===== config.mk =====
export PLATFORM = sky130hd
export DESIGN_NAME = hcur_overlay
export DESIGN_NICKNAME = d
export VERILOG_FILES = /design/src/hcur_overlay.v /design/src/hcur_pat_ram.v
export VERILOG_INCLUDE_DIRS = /design/src
export SDC_FILE = /design/constraint.sdc
export NUM_CORES = 1
export LEC_CHECK = 0
export BUFFER_PORTS_ARGS = -buffer_cell sky130_fd_sc_hd__buf_2
export CAP_MARGIN = 10
export CORE_MARGIN = 10
export CORE_UTILIZATION = 33
export CTS_CLUSTER_SIZE = 20
export DETAILED_ROUTE_END_ITERATION = 10
export GPL_ROUTABILITY_DRIVEN = 0
export GPL_TIMING_DRIVEN = 1
export PLACE_DENSITY = 0.57
export SYNTH_ARGS = -nofsm -noshare
export SYNTH_HDL_FRONTEND = slang
export SYNTH_SLANG_ARGS = --single-unit

===== constraint.sdc =====
create_clock -name clk_i -period 13.97 [get_ports clk_i]
set_clock_uncertainty 0.05 [all_clocks]
set_input_delay 2.794 -clock clk_i [delete_from_list [all_inputs] [get_ports clk_i]]
set_output_delay 2.794 -clock clk_i [all_outputs]
set_load 0.03 [all_outputs]

===== src/hcur_defines.vh =====
`ifndef HCUR_DEFINES_VH
`define HCUR_DEFINES_VH

// register byte offsets on the avalon slave
`define HCUR_OFS_PAT_BASE   5'h00
`define HCUR_OFS_POSITION   5'h04
`define HCUR_OFS_COLOUR0    5'h08
`define HCUR_OFS_COLOUR1    5'h0c
`define HCUR_OFS_CONTROL    5'h10
`define HCUR_OFS_STATUS     5'h14

// field positions
`define HCUR_PAT_BASE_MSB   23
`define HCUR_PAT_BASE_LSB   0
`define HCUR_POS_X_MSB      10
`define HCUR_POS_X_LSB      0
`define HCUR_POS_Y_MSB      26
`define HCUR_POS_Y_LSB      16
`define HCUR_COL_BLUE_MSB   7
`define HCUR_COL_BLUE_LSB   0
`define HCUR_COL_GREEN_MSB  15
`define HCUR_COL_GREEN_LSB  8
`define HCUR_COL_RED_MSB    23
`define HCUR_COL_RED_LSB    16
`define HCUR_CTRL_ENABLE    0
`define HCUR_CTRL_XMODE     1

// reset values
`define HCUR_RST_PAT_BASE   32'h0000_0000
`define HCUR_RST_POSITION   32'h0000_0000
`define HCUR_RST_COLOUR     32'h0000_0000
`define HCUR_RST_CONTROL    32'h0000_0000

// pattern geometry and fetch counts
`define HCUR_SHAPE_SIZE     64
`define HCUR_FETCH_WORDS    8
`define HCUR_LINE_STRIDE    16
`define HCUR_BURST_COUNT    4'h8
`define HCUR_GROUP_BYTES    (`HCUR_FETCH_WORDS * `HCUR_LINE_STRIDE)

`endif


===== src/hcur_overlay.v =====
// Operation
// - each shape is 64x64, one bit per pixel
// - word low half shape zero, high half one
// - at retrace, check cursor covers next scanline
// - fetch eight words per burst into RAM
// - linear addresses, lines sixteen bytes apart
// - two bit-pair to colour mapping conventions
// - pattern base is bits 23:0
// - position is bottom-right, range 0..2047
// - x in 10:0, y in 26:16
// - clip partial cursor at every screen edge
// - colour zero: blue, green, red bytes
// - colour one same layout, for one-pairs
// - overlay and fetch only while enabled
`timescale 1ns/1ps
`include "hcur_defines.vh"

module hcur_overlay (
  input  wire         clk_i,
  input  wire         rst_i,
  input  wire [4:0]   avs_address_i,
  input  wire         avs_read_i,
  input  wire         avs_write_i,
  input  wire [31:0]  avs_writedata_i,
  input  wire [3:0]   avs_byteenable_i,
  output wire [31:0]  avs_readdata_o,
  output wire         avs_waitrequest_o,
  input  wire         hretrace_i,
  input  wire [10:0]  next_line_i,
  output wire         mem_read_o,
  output wire [23:0]  mem_address_o,
  output wire [3:0]   mem_burstcount_o,
  input  wire         mem_waitrequest_i,
  input  wire [127:0] mem_readdata_i,
  input  wire         mem_readdatavalid_i,
  input  wire         pix_valid_i,
  input  wire [10:0]  pix_x_i,
  input  wire [23:0]  pix_rgb_i,
  output wire         pix_valid_o,
  output wire [23:0]  pix_rgb_o
);

  // fetch state machine codes
  localparam ST_IDLE = 2'b00;
  localparam ST_REQ  = 2'b01;
  localparam ST_DATA = 2'b10;

  // software visible registers
  reg  [31:0]  pat_base_reg;
  reg  [31:0]  position_reg;
  reg  [31:0]  colour0_reg;
  reg  [31:0]  colour1_reg;
  reg  [31:0]  control_reg;
  reg  [31:0]  rdata_reg;
  reg          rd_ack_reg;

  // fetch machinery
  reg  [1:0]   state_reg;
  reg  [1:0]   state_next;
  reg          mem_read_reg;
  reg  [23:0]  mem_addr_reg;
  reg  [2:0]   wcnt_reg;
  reg          buf_valid_reg;
  reg  [2:0]   buf_group_reg;
  reg          retrace_d_reg;

  // per-line state latched at retrace
  reg          line_hit_reg;
  reg  [5:0]   line_idx_reg;

  // pixel output stage
  reg          pix_valid_reg;
  reg  [23:0]  pix_rgb_reg;

  wire [31:0]  be_mask;
  wire [127:0] ram_word;
  wire         enable;
  wire         xmode;
  wire [10:0]  pos_x;
  wire [10:0]  pos_y;
  wire [23:0]  colour0;
  wire [23:0]  colour1;
  wire [23:0]  pat_base;
  wire         retrace_rise;
  wire [10:0]  dy;
  wire         line_cover;
  wire [5:0]   line_idx;
  wire [2:0]   line_group;
  wire         need_fetch;
  wire         wr_sel;
  wire         rd_sel;
  wire         ram_we;
  wire [10:0]  dx;
  wire         col_cover;
  wire [5:0]   col_idx;
  wire         bit_s0;
  wire         bit_s1;
  wire         show;
  reg  [23:0]  mix_rgb;

  // field extraction
  assign enable   = control_reg[`HCUR_CTRL_ENABLE];
  assign xmode    = control_reg[`HCUR_CTRL_XMODE];
  assign pat_base = pat_base_reg[`HCUR_PAT_BASE_MSB:`HCUR_PAT_BASE_LSB];
  assign pos_x    = position_reg[`HCUR_POS_X_MSB:`HCUR_POS_X_LSB];
  assign pos_y    = position_reg[`HCUR_POS_Y_MSB:`HCUR_POS_Y_LSB];
  assign colour0  = {colour0_reg[`HCUR_COL_RED_MSB:`HCUR_COL_RED_LSB],
                     colour0_reg[`HCUR_COL_GREEN_MSB:`HCUR_COL_GREEN_LSB],
                     colour0_reg[`HCUR_COL_BLUE_MSB:`HCUR_COL_BLUE_LSB]};
  assign colour1  = {colour1_reg[`HCUR_COL_RED_MSB:`HCUR_COL_RED_LSB],
                     colour1_reg[`HCUR_COL_GREEN_MSB:`HCUR_COL_GREEN_LSB],
                     colour1_reg[`HCUR_COL_BLUE_MSB:`HCUR_COL_BLUE_LSB]};

  // byte-lane write mask, one lane per generate pass
  genvar lane;
  generate
    for (lane = 0; lane < 4; lane = lane + 1)
    begin : g_lane
      assign be_mask[lane*8 +: 8] = {8{avs_byteenable_i[lane]}};
    end
  endgenerate

  // reads take one wait cycle so read data comes from a flop
  assign avs_waitrequest_o = avs_read_i & ~rd_ack_reg;
  assign avs_readdata_o    = rdata_reg;
  assign wr_sel            = avs_write_i & ~avs_read_i;
  assign rd_sel            = avs_read_i & ~rd_ack_reg;

  // register writes; unmapped addresses are ignored
  always @(posedge clk_i)
  begin
    if (rst_i)
    begin
      pat_base_reg <= `HCUR_RST_PAT_BASE;
      position_reg <= `HCUR_RST_POSITION;
      colour0_reg  <= `HCUR_RST_COLOUR;
      colour1_reg  <= `HCUR_RST_COLOUR;
      control_reg  <= `HCUR_RST_CONTROL;
    end
    else if (wr_sel)
    begin
      if (avs_address_i == `HCUR_OFS_PAT_BASE)
        pat_base_reg <= (pat_base_reg & ~be_mask) | (avs_writedata_i & be_mask & 32'h00ff_ffff);
      else if (avs_address_i == `HCUR_OFS_POSITION)
        position_reg <= (position_reg & ~be_mask) | (avs_writedata_i & be_mask & 32'h07ff_07ff);
      else if (avs_address_i == `HCUR_OFS_COLOUR0)
        colour0_reg <= (colour0_reg & ~be_mask) | (avs_writedata_i & be_mask & 32'h00ff_ffff);
      else if (avs_address_i == `HCUR_OFS_COLOUR1)
        colour1_reg <= (colour1_reg & ~be_mask) | (avs_writedata_i & be_mask & 32'h00ff_ffff);
      else if (avs_address_i == `HCUR_OFS_CONTROL)
        control_reg <= (control_reg & ~be_mask) | (avs_writedata_i & be_mask & 32'h0000_0003);
    end
  end

  // read data capture; unmapped addresses read as zero
  always @(posedge clk_i)
  begin
    if (rst_i)
    begin
      rd_ack_reg <= 1'b0;
      rdata_reg  <= 32'h0000_0000;
    end
    else
    begin
      rd_ack_reg <= rd_sel;
      if (rd_sel)
      begin
        if (avs_address_i == `HCUR_OFS_PAT_BASE)
          rdata_reg <= pat_base_reg;
        else if (avs_address_i == `HCUR_OFS_POSITION)
          rdata_reg <= position_reg;
        else if (avs_address_i == `HCUR_OFS_COLOUR0)
          rdata_reg <= colour0_reg;
        else if (avs_address_i == `HCUR_OFS_COLOUR1)
          rdata_reg <= colour1_reg;
        else if (avs_address_i == `HCUR_OFS_CONTROL)
          rdata_reg <= control_reg;
        else if (avs_address_i == `HCUR_OFS_STATUS)
          rdata_reg <= {21'h00_0000, buf_group_reg, 6'h00, buf_valid_reg, (state_reg != ST_IDLE)}; // group in 10:8
        else
          rdata_reg <= 32'h0000_0000;
      end
    end
  end

  // vertical extent test for the upcoming line, y-63..y
  // unsigned compare first so a cursor near line 0 clips cleanly
  assign retrace_rise = hretrace_i & ~retrace_d_reg;
  assign dy           = pos_y - next_line_i;
  assign line_cover   = enable & (next_line_i <= pos_y) & (dy <= 11'h03f);
  assign line_idx     = ~dy[5:0]; // 63 - dy, row inside the pattern
  assign line_group   = line_idx[5:3]; // eight lines per fetched group
  assign need_fetch   = retrace_rise & line_cover &
                        ~(buf_valid_reg & (buf_group_reg == line_group));

  // fetch state machine, next state
  always @*
  begin
    state_next = state_reg;
    case (state_reg)
      ST_IDLE:
      begin
        if (need_fetch)
        begin
          state_next = ST_REQ;
        end
      end
      ST_REQ:
      begin
        if (~mem_waitrequest_i)
        begin
          state_next = ST_DATA;
        end
      end
      ST_DATA:
      begin
        if (mem_readdatavalid_i && (wcnt_reg == 3'h7))
        begin
          state_next = ST_IDLE;
        end
      end
      default:
      begin
        state_next = ST_IDLE;
      end
    endcase
  end

  // fetch state machine, registers
  // a burst once issued always drains, even if software disables the cursor
  always @(posedge clk_i)
  begin
    if (rst_i)
    begin
      state_reg     <= ST_IDLE;
      mem_read_reg  <= 1'b0;
      mem_addr_reg  <= 24'h00_0000;
      wcnt_reg      <= 3'h0;
      buf_valid_reg <= 1'b0;
      buf_group_reg <= 3'h0;
      retrace_d_reg <= 1'b0;
    end
    else
    begin
      state_reg     <= state_next;
      retrace_d_reg <= hretrace_i;
      if ((state_reg == ST_IDLE) && need_fetch)
      begin
        mem_read_reg  <= 1'b1;
        mem_addr_reg  <= pat_base + {14'h0000, line_group, 7'h00}; // group * 8 lines * 16 bytes
        buf_valid_reg <= 1'b0;
        buf_group_reg <= line_group;
        wcnt_reg      <= 3'h0;
      end
      else if ((state_reg == ST_REQ) && ~mem_waitrequest_i)
      begin
        mem_read_reg <= 1'b0;
      end
      else if ((state_reg == ST_DATA) && mem_readdatavalid_i)
      begin
        wcnt_reg <= wcnt_reg + 3'h1;
        if (wcnt_reg == 3'h7)
        begin
          buf_valid_reg <= 1'b1;
        end
      end
      // a new base makes the buffered lines stale
      if (wr_sel && (avs_address_i == `HCUR_OFS_PAT_BASE) && (state_reg == ST_IDLE) && ~need_fetch)
      begin
        buf_valid_reg <= 1'b0;
      end
    end
  end

  assign mem_read_o       = mem_read_reg;
  assign mem_address_o    = mem_addr_reg;
  assign mem_burstcount_o = `HCUR_BURST_COUNT; // eight consecutive words
  assign ram_we           = (state_reg == ST_DATA) & mem_readdatavalid_i;

  // latch per-line hit and row at retrace
  always @(posedge clk_i)
  begin
    if (rst_i)
    begin
      line_hit_reg <= 1'b0;
      line_idx_reg <= 6'h00;
    end
    else if (retrace_rise)
    begin
      line_hit_reg <= line_cover;
      line_idx_reg <= line_idx;
    end
  end

  // on-chip store for one group of eight pattern lines
  hcur_pat_ram u_pat_ram (
    .clk_i     (clk_i),
    .wr_en_i   (ram_we),
    .wr_addr_i (wcnt_reg),
    .wr_data_i (mem_readdata_i),
    .rd_addr_i (line_idx_reg[2:0]),
    .rd_data_o (ram_word)
  );

  // horizontal extent, x-63..x; bit 0 of a shape is its leftmost pixel
  assign dx        = pos_x - pix_x_i;
  assign col_cover = (pix_x_i <= pos_x) & (dx <= 11'h03f);
  assign col_idx   = ~dx[5:0];
  assign bit_s0    = ram_word[col_idx]; // shape zero in the low half
  assign bit_s1    = ram_word[{1'b1, col_idx}]; // shape one in the high half
  assign show      = enable & line_hit_reg & col_cover & buf_valid_reg &
                     (buf_group_reg == line_idx_reg[5:3]);

  // colour mapping; a line whose data is not yet in passes the screen
  always @*
  begin
    mix_rgb = pix_rgb_i;
    if (show)
    begin
      if (~xmode)
      begin
        case ({bit_s0, bit_s1})
          2'b00: mix_rgb = colour0;
          2'b01: mix_rgb = colour1;
          2'b10: mix_rgb = pix_rgb_i;
          default: mix_rgb = ~pix_rgb_i;
        endcase
      end
      else
      begin
        case ({bit_s0, bit_s1})
          2'b10: mix_rgb = colour0;
          2'b11: mix_rgb = colour1;
          default: mix_rgb = pix_rgb_i;
        endcase
      end
    end
  end

  // pixel output stage, one clock of latency
  always @(posedge clk_i)
  begin
    if (rst_i)
    begin
      pix_valid_reg <= 1'b0;
      pix_rgb_reg   <= 24'h00_0000;
    end
    else
    begin
      pix_valid_reg <= pix_valid_i;
      pix_rgb_reg   <= mix_rgb;
    end
  end

  assign pix_valid_o = pix_valid_reg;
  assign pix_rgb_o   = pix_rgb_reg;

endmodule


===== src/hcur_pat_ram.v =====
`timescale 1ns/1ps
`include "hcur_defines.vh"

module hcur_pat_ram (
  input  wire         clk_i,
  input  wire         wr_en_i,
  input  wire [2:0]   wr_addr_i,
  input  wire [127:0] wr_data_i,
  input  wire [2:0]   rd_addr_i,
  output wire [127:0] rd_data_o
);

  // eight pattern lines, one 128-bit word each
  reg [127:0] mem_reg [0:`HCUR_FETCH_WORDS-1];
  reg [127:0] rd_data_reg;

  // write port, filled by the burst fetch
  always @(posedge clk_i)
  begin
    if (wr_en_i)
    begin
      mem_reg[wr_addr_i] <= wr_data_i;
    end
  end

  // registered read; the address is stable for a whole scanline
  always @(posedge clk_i)
  begin
    rd_data_reg <= mem_reg[rd_addr_i];
  end

  assign rd_data_o = rd_data_reg;

endmodule


-- After elaboration in Yosys (flattened, before gate mapping)
Memories as Yosys holds them, arrays and structs flattened. A register that Yosys moved wholly into a read port is not among the register bits.
Cells that the tools add are included.
- magnitude comparators: 6
- multipliers: 0
- shifts and indexed selects: 0
- reduce and logical (&&, ||, !) cells: 22
- add/subtract/negate cells: 4
- divide/modulo/power cells: 0
- equality and inequality tests: 16
- bitwise operators: 40
- muxes and demuxes: 22
- operator list (kind ; number):
    32-bit AND ; 5
    32-bit 2-to-1 mux ; 5
    32-bit by 24-bit bitwise OR with 32-bit output ; 3
    24-bit case mux with 3 select lines ; 1
    24-bit 2-to-1 mux ; 2
    24-bit case mux with 2 select lines ; 1
    32-bit inverter ; 1
    32-bit by 2-bit bitwise OR with 32-bit output ; 1
    32-bit by 27-bit bitwise OR with 32-bit output ; 1
    27-bit AND ; 1
    24-bit by 10-bit adder with 24-bit output ; 1
    24-bit inverter ; 1
    11-bit less-or-equal comparator ; 2
    11-bit by 6-bit less-or-equal comparator with 1-bit output, second input constant ; 2
    11-bit subtractor ; 2
    1-bit AND ; 14
    1-bit binary-select mux with 6-bit select ; 2
    6-bit inverter ; 2
    11-bit 2-to-1 mux ; 1
    1-bit inverter ; 11
    5-bit by 4-bit equality test with 1-bit output, second input constant ; 2
    5-bit equality test, second input constant ; 2
    3-bit AND reduction ; 3
    6-bit by 8-bit less-than comparator with 1-bit output, second input constant ; 1
    other kinds (21) ; 43
- logic and storage cells: 129
- register bits after elaboration: 260
- latch bits: 0
- memories: 1
- memory bits (writable): 1024
- bits in read-only memories: 0
- memories (name ; words ; bits a word ; read ports ; clocked after Yosys merged registers in ; write ports ; line ; source):
    u_pat_ram.mem_reg ; 8 ; 128 ; 1 ; 1 ; 1 ; hcur_pat_ram.v:14 ; reg [127:0] mem_reg [0:`HCUR_FETCH_WORDS-1];

-- Depth between registers and ports, before layout
- word-level depth: 9
- mapped depth: 16

-- Cells and area by module
Synthesis repeated with hierarchy kept, for this count alone.
- cells, all modules: 3073
- area, all modules: 54428.5 um^2
- by module, submodules not included (module ; cells each ; sequential area each (um^2) ; instances ; area an instance (um^2)):
    hcur_pat_ram ; 1620 ; 33311.9 ; 1 ; 41554.9
    hcur_overlay ; 1453 ; 5205.0 ; 1 ; 12873.6

-- Worst setup path after synthesis
Ideal clock, no wire load.
- kind: in2reg
- start: in mem_readdatavalid_i
- end: mem u_pat_ram.mem_reg[0][0] (enable)
- data arrival time: 11865 ps
- setup time: 772 ps
- stages on the path: 3
- buffers on the path: 0
- slack: 1283 ps
- cell sequence: nand2_1 > or2_2 > nor3_1
- word-level cells in the longest chain between the ends: 3
- ends and longest elaborated chain (what ; line ; source):
    from (decl) ; hcur_overlay.v:35 ; input wire mem_readdatavalid_i,
    1-bit AND ; hcur_overlay.v:278 ; assign ram_we = (state_reg == ST_DATA) & mem_readdatavalid_i;
    1-bit 2-to-1 mux ; hcur_pat_ram.v:20 ; if (wr_en_i)
    1-bit 2-to-1 mux (not written as such) ; hcur_pat_ram.v:22 ; mem_reg[wr_addr_i] <= wr_data_i;
    to (decl) ; hcur_pat_ram.v:14 ;
No other way between the ends.

-- Worst setup path in the final report
- start: in avs_read_i
- end: out avs_waitrequest_o
- word-level cells in the longest chain between the ends: 1
- ends and longest elaborated chain (what ; line ; source):
    from (decl) ; hcur_overlay.v:22 ; input wire avs_read_i,
    1-bit AND ; hcur_overlay.v:124 ; assign avs_waitrequest_o = avs_read_i & ~rd_ack_reg;
    to (decl) ; hcur_overlay.v:27 ; output wire avs_waitrequest_o,
No other way between the ends.

==> summary.md <==
The later pin in the worst-skew pair is clocked with a latency of 0.79 ns. The worst setup path is captured at an output pin. The internal power of the cells totals 7.064 mW. The tightest min-delay check is of the register to register type. The initialized floorplan defines 147 standard-cell rows. Minimum period implied by the final worst setup slack: 7.606 ns. The clock drives 1412 sinks. Overall power consumption after layout is estimated at 9.034 mW.

For the remaining global-route overflow, the log shows 0. Adding up every negative setup slack in the final design gives 0 ns. Setup repair after global routing left no endpoint under its margin. Yosys mapped a number of flops with a built-in enable equal to 1024. Across the run, the number of max-cap violations was 0. The run gives 198600 um as the first-pass GRT wire length. After the last flow step, the layout net total stands at 3530.

By startpoint and endpoint, the worst setup path is classified as primary input to output pin. The floorplan step defined a core boundary enclosing 160800 um^2. In the global route stage, overall resource usage came out at 14.85%. The peak fanout along the critical path is 33. The fraction of layout instances using a drive strength above 1 came out at 30.59%. The average detailed-routed wire length per instance works out to 24.32 um. The tools report the switching component of the power as 1.970 mW. Final hold analysis gives a worst-case slack of 0.4073 ns. The final layout contains routed wiring with a total length of 135500 um. The netlist uses 64 different library cells. The slew of the pin with the lowest slew margin works out to 1.105 ns. The logs give 0 for the final routed DRC violation total and 38.92% for the final design utilization. In the synthesized netlist the async set-or-reset flop fraction comes to 0%.

The tools report the highest ir drop seen on vdd as 0.0001142 V. The critical path contains buffers and inverters numbering 5 combined. The kind of start point of the critical path was a primary input.

Once detail routing completed, the nets flagged for antenna violations numbered 0. In this run the cell area measured after placement is 57540 um^2. Die area: 178400 um^2. The logs give 0 for the number of max-slew violations in the final report and 72.10% for the share of synthesized area occupied by flip-flops and latches. The count of input and output buffers was 300; the final cycle utilization of the critical path was 54.44%. Counting the buffers created by CTS gives 149. The tools report the maximum level of the CTS H-tree as 4. The die is 422.4 um tall.

The detailed router finished its first iteration with 2169 violations. The maximum number of pins on one net before global-route repair is 83, and the remaining max-slew budget at the tightest pin is 26.08%. After synthesis the cells add up to 53420 um^2. Worst-path cell with the longest stage delay: sky130_fd_sc_hd__clkinv_1.

The flip-flop and latch count after synthesis was 1412. The effective utilization at floorplan is 33.23%, and the number of cells upsized or downsized after cts is 0. Data arrives at the worst endpoint at 4.76 ns. The flow ran to the end, and the final reports show no timing, DRC or antenna violations. The register area is 38530 um^2. The clock root buffer was sky130_fd_sc_hd__clkbuf_16. The number of standard cells after synthesis came out at 2929. The register with the most flip-flops in the layout has 1024 of them. The most used flip-flop cell after synthesis is sky130_fd_sc_hd__edfxtp_1. At the worst endpoint, the required time is 11.13 ns. The number of filler cells placed in the layout came out at 14750. Power spread over the standard cell area amounts to 144.4 nW/um^2. Setup violations remaining at the end of the flow were counted as 0. Once detailed placement completed, the half-perimeter wirelength came to 81000 um.

Number of post-CTS setup repair buffers: 0. The total iterations of the first detailed-routing run was 7; the final instance area was 62560 um^2. TritonCTS built the clock tree. In this run, post-CTS hold repair placed 0 buffers. In this run the static leakage power is 21.11 nW.

After clock tree synthesis, the clock-pin slew on the worst setup and hold paths is 0.05 ns. During synthesis, Yosys emitted a total of 0 warnings. The largest stage delay on the critical path is 0.65 ns. The kind of cell with the highest combined delay along the critical path is buffers and inverters. The number of global-route vias before repair is 28860.

The area of the multi-input gates is 14190 um^2. Walking the worst path, the cells encountered are buf_2 -> nand2b_1 -> buf_4 -> clkinv_1 -> buf_4 -> buf_2. The initial antenna violation count is 72, and the width of the chip is 422.4 um.

The top-level I/O count was 310; the average instance area after synthesis was 18.24 um^2. Net switching is 21.80% of the power. The longest clock path from root to sink contains 3 buffers.

Count of vias placed by the detailed router: 27790. The hold violation count in the final report is 0. The clock share of power is 43.7%, and the sequential share of power is 50.6%.

Using the TritonRoute via totals, the vias-per-cell ratio works out to 4.988. Per report_power, the combinational group accounts for 5.7% of the total. Post-synthesis to final-layout area growth: 17.10%. For this run, the top clock speed supported by timing is 0.1315 GHz.
-- synthesized netlist by cell type, types with 27 or more instances --
library cell,instances,share of area (%)
sky130_fd_sc_hd__a211oi_1,51,0.72
sky130_fd_sc_hd__a21oi_1,98,0.92
sky130_fd_sc_hd__a221oi_1,33,0.54
sky130_fd_sc_hd__a222oi_1,27,0.51
sky130_fd_sc_hd__and2_1,66,0.77
sky130_fd_sc_hd__buf_1,38,0.27
sky130_fd_sc_hd__clkbuf_1,106,0.74
sky130_fd_sc_hd__dfxtp_1,388,15
sky130_fd_sc_hd__edfxtp_1,1024,58
sky130_fd_sc_hd__ha_1,27,0.63
sky130_fd_sc_hd__inv_1,41,0.29
sky130_fd_sc_hd__mux2_2,129,2.7
sky130_fd_sc_hd__mux2i_1,109,2.0
sky130_fd_sc_hd__mux4_2,292,12
sky130_fd_sc_hd__nand2_1,55,0.39
sky130_fd_sc_hd__nand3_1,61,0.57
sky130_fd_sc_hd__nor2_1,140,0.98
sky130_fd_sc_hd__o21ai_0,31,0.29
-- power groups by stage --
stage | clock (mW) | combinational (mW) | sequential, mW
floorplan | 0 | 0.317 | 4.66
global placement | 0 | 0.521 | 4.66
detailed placement | 0 | 0.525 | 4.66
CTS | 4.06 | 0.527 | 4.57
global route | 4.23 | 0.557 | 4.57
finish | 3.95 | 0.513 | 4.57
-- metal layers --
metal,track usage [%],vias up,share of wire [%]
li1,-,12400,-
met1,18.65,14350,42
met2,25.71,688,50
met3,3.431,304,5.1
met4,3.832,42,2.5
met5,0,-,0.18
-- layout by cell type (no fill, tap or decap), drive strengths merged, types with 25 or more instances in the layout --
cell type | Yosys | final
a221oi | 33 | 33
nor3b | 25 | 25
ha | 27 | 27
nand3 | 61 | 61
o21ai | 36 | 36
inv | 41 | 46
nand2 | 55 | 55
mux2i | 109 | 109
clkbuf | 106 | 218
a222oi | 27 | 27
mux2 | 129 | 129
and2 | 66 | 66
edfxtp | 1024 | 1024
mux4 | 293 | 293
clkinv | 1 | 44
dfxtp | 388 | 388
a211oi | 51 | 51
a21oi | 98 | 98
nor2 | 140 | 140
buf | 56 | 357
-- logic make-up after synthesis --
logic type | after synthesis | synth area share, %
flip-flops | 1412 | 72.10
XOR/XNOR | 29 | 0.5246
adder cells (fa/ha/maj) | 30 | 0.7448
buffers and inverters | 204 | 1.550
other | 2 | 0.01406
AO/OA/AOI/OAI | 313 | 3.939
multiplexers | 531 | 17.12
AND/OR/NAND/NOR | 408 | 4.007
-- area by class of cell --
type                    count  share of cell area (%)
clock buffers             218                   6.844
diodes                      8                 0.03200
inverters                  42                  0.2520
flip-flops and latches   1412                   61.59
well taps                2160                   4.320
clock inverters            59                   1.140
multi-input cells        1315                   22.69
repair buffers            357                   3.134
-- worst paths after layout --
path,slack [ns],startpoint,cells after the start,endpoint
max reg2reg,8.64,register,14,pix_rgb_o[14]
min reg2reg,0.41,pat_base_reg[28],1,pat_base_reg[28]
min,0.41,pat_base_reg[28],1,pat_base_reg[28]
max,6.36,avs_read_i,6,avs_waitrequest_o
-- stage by stage --
stage               worst slack [ns]  instances
floorplan                      1.283       2931
global placement               5.872       5286
detailed placement             5.883       5286
CTS                            6.382       5563
global route                   6.313       5565
finish                         6.364       5571
Note: power is estimated with default switching activity, not from simulation.
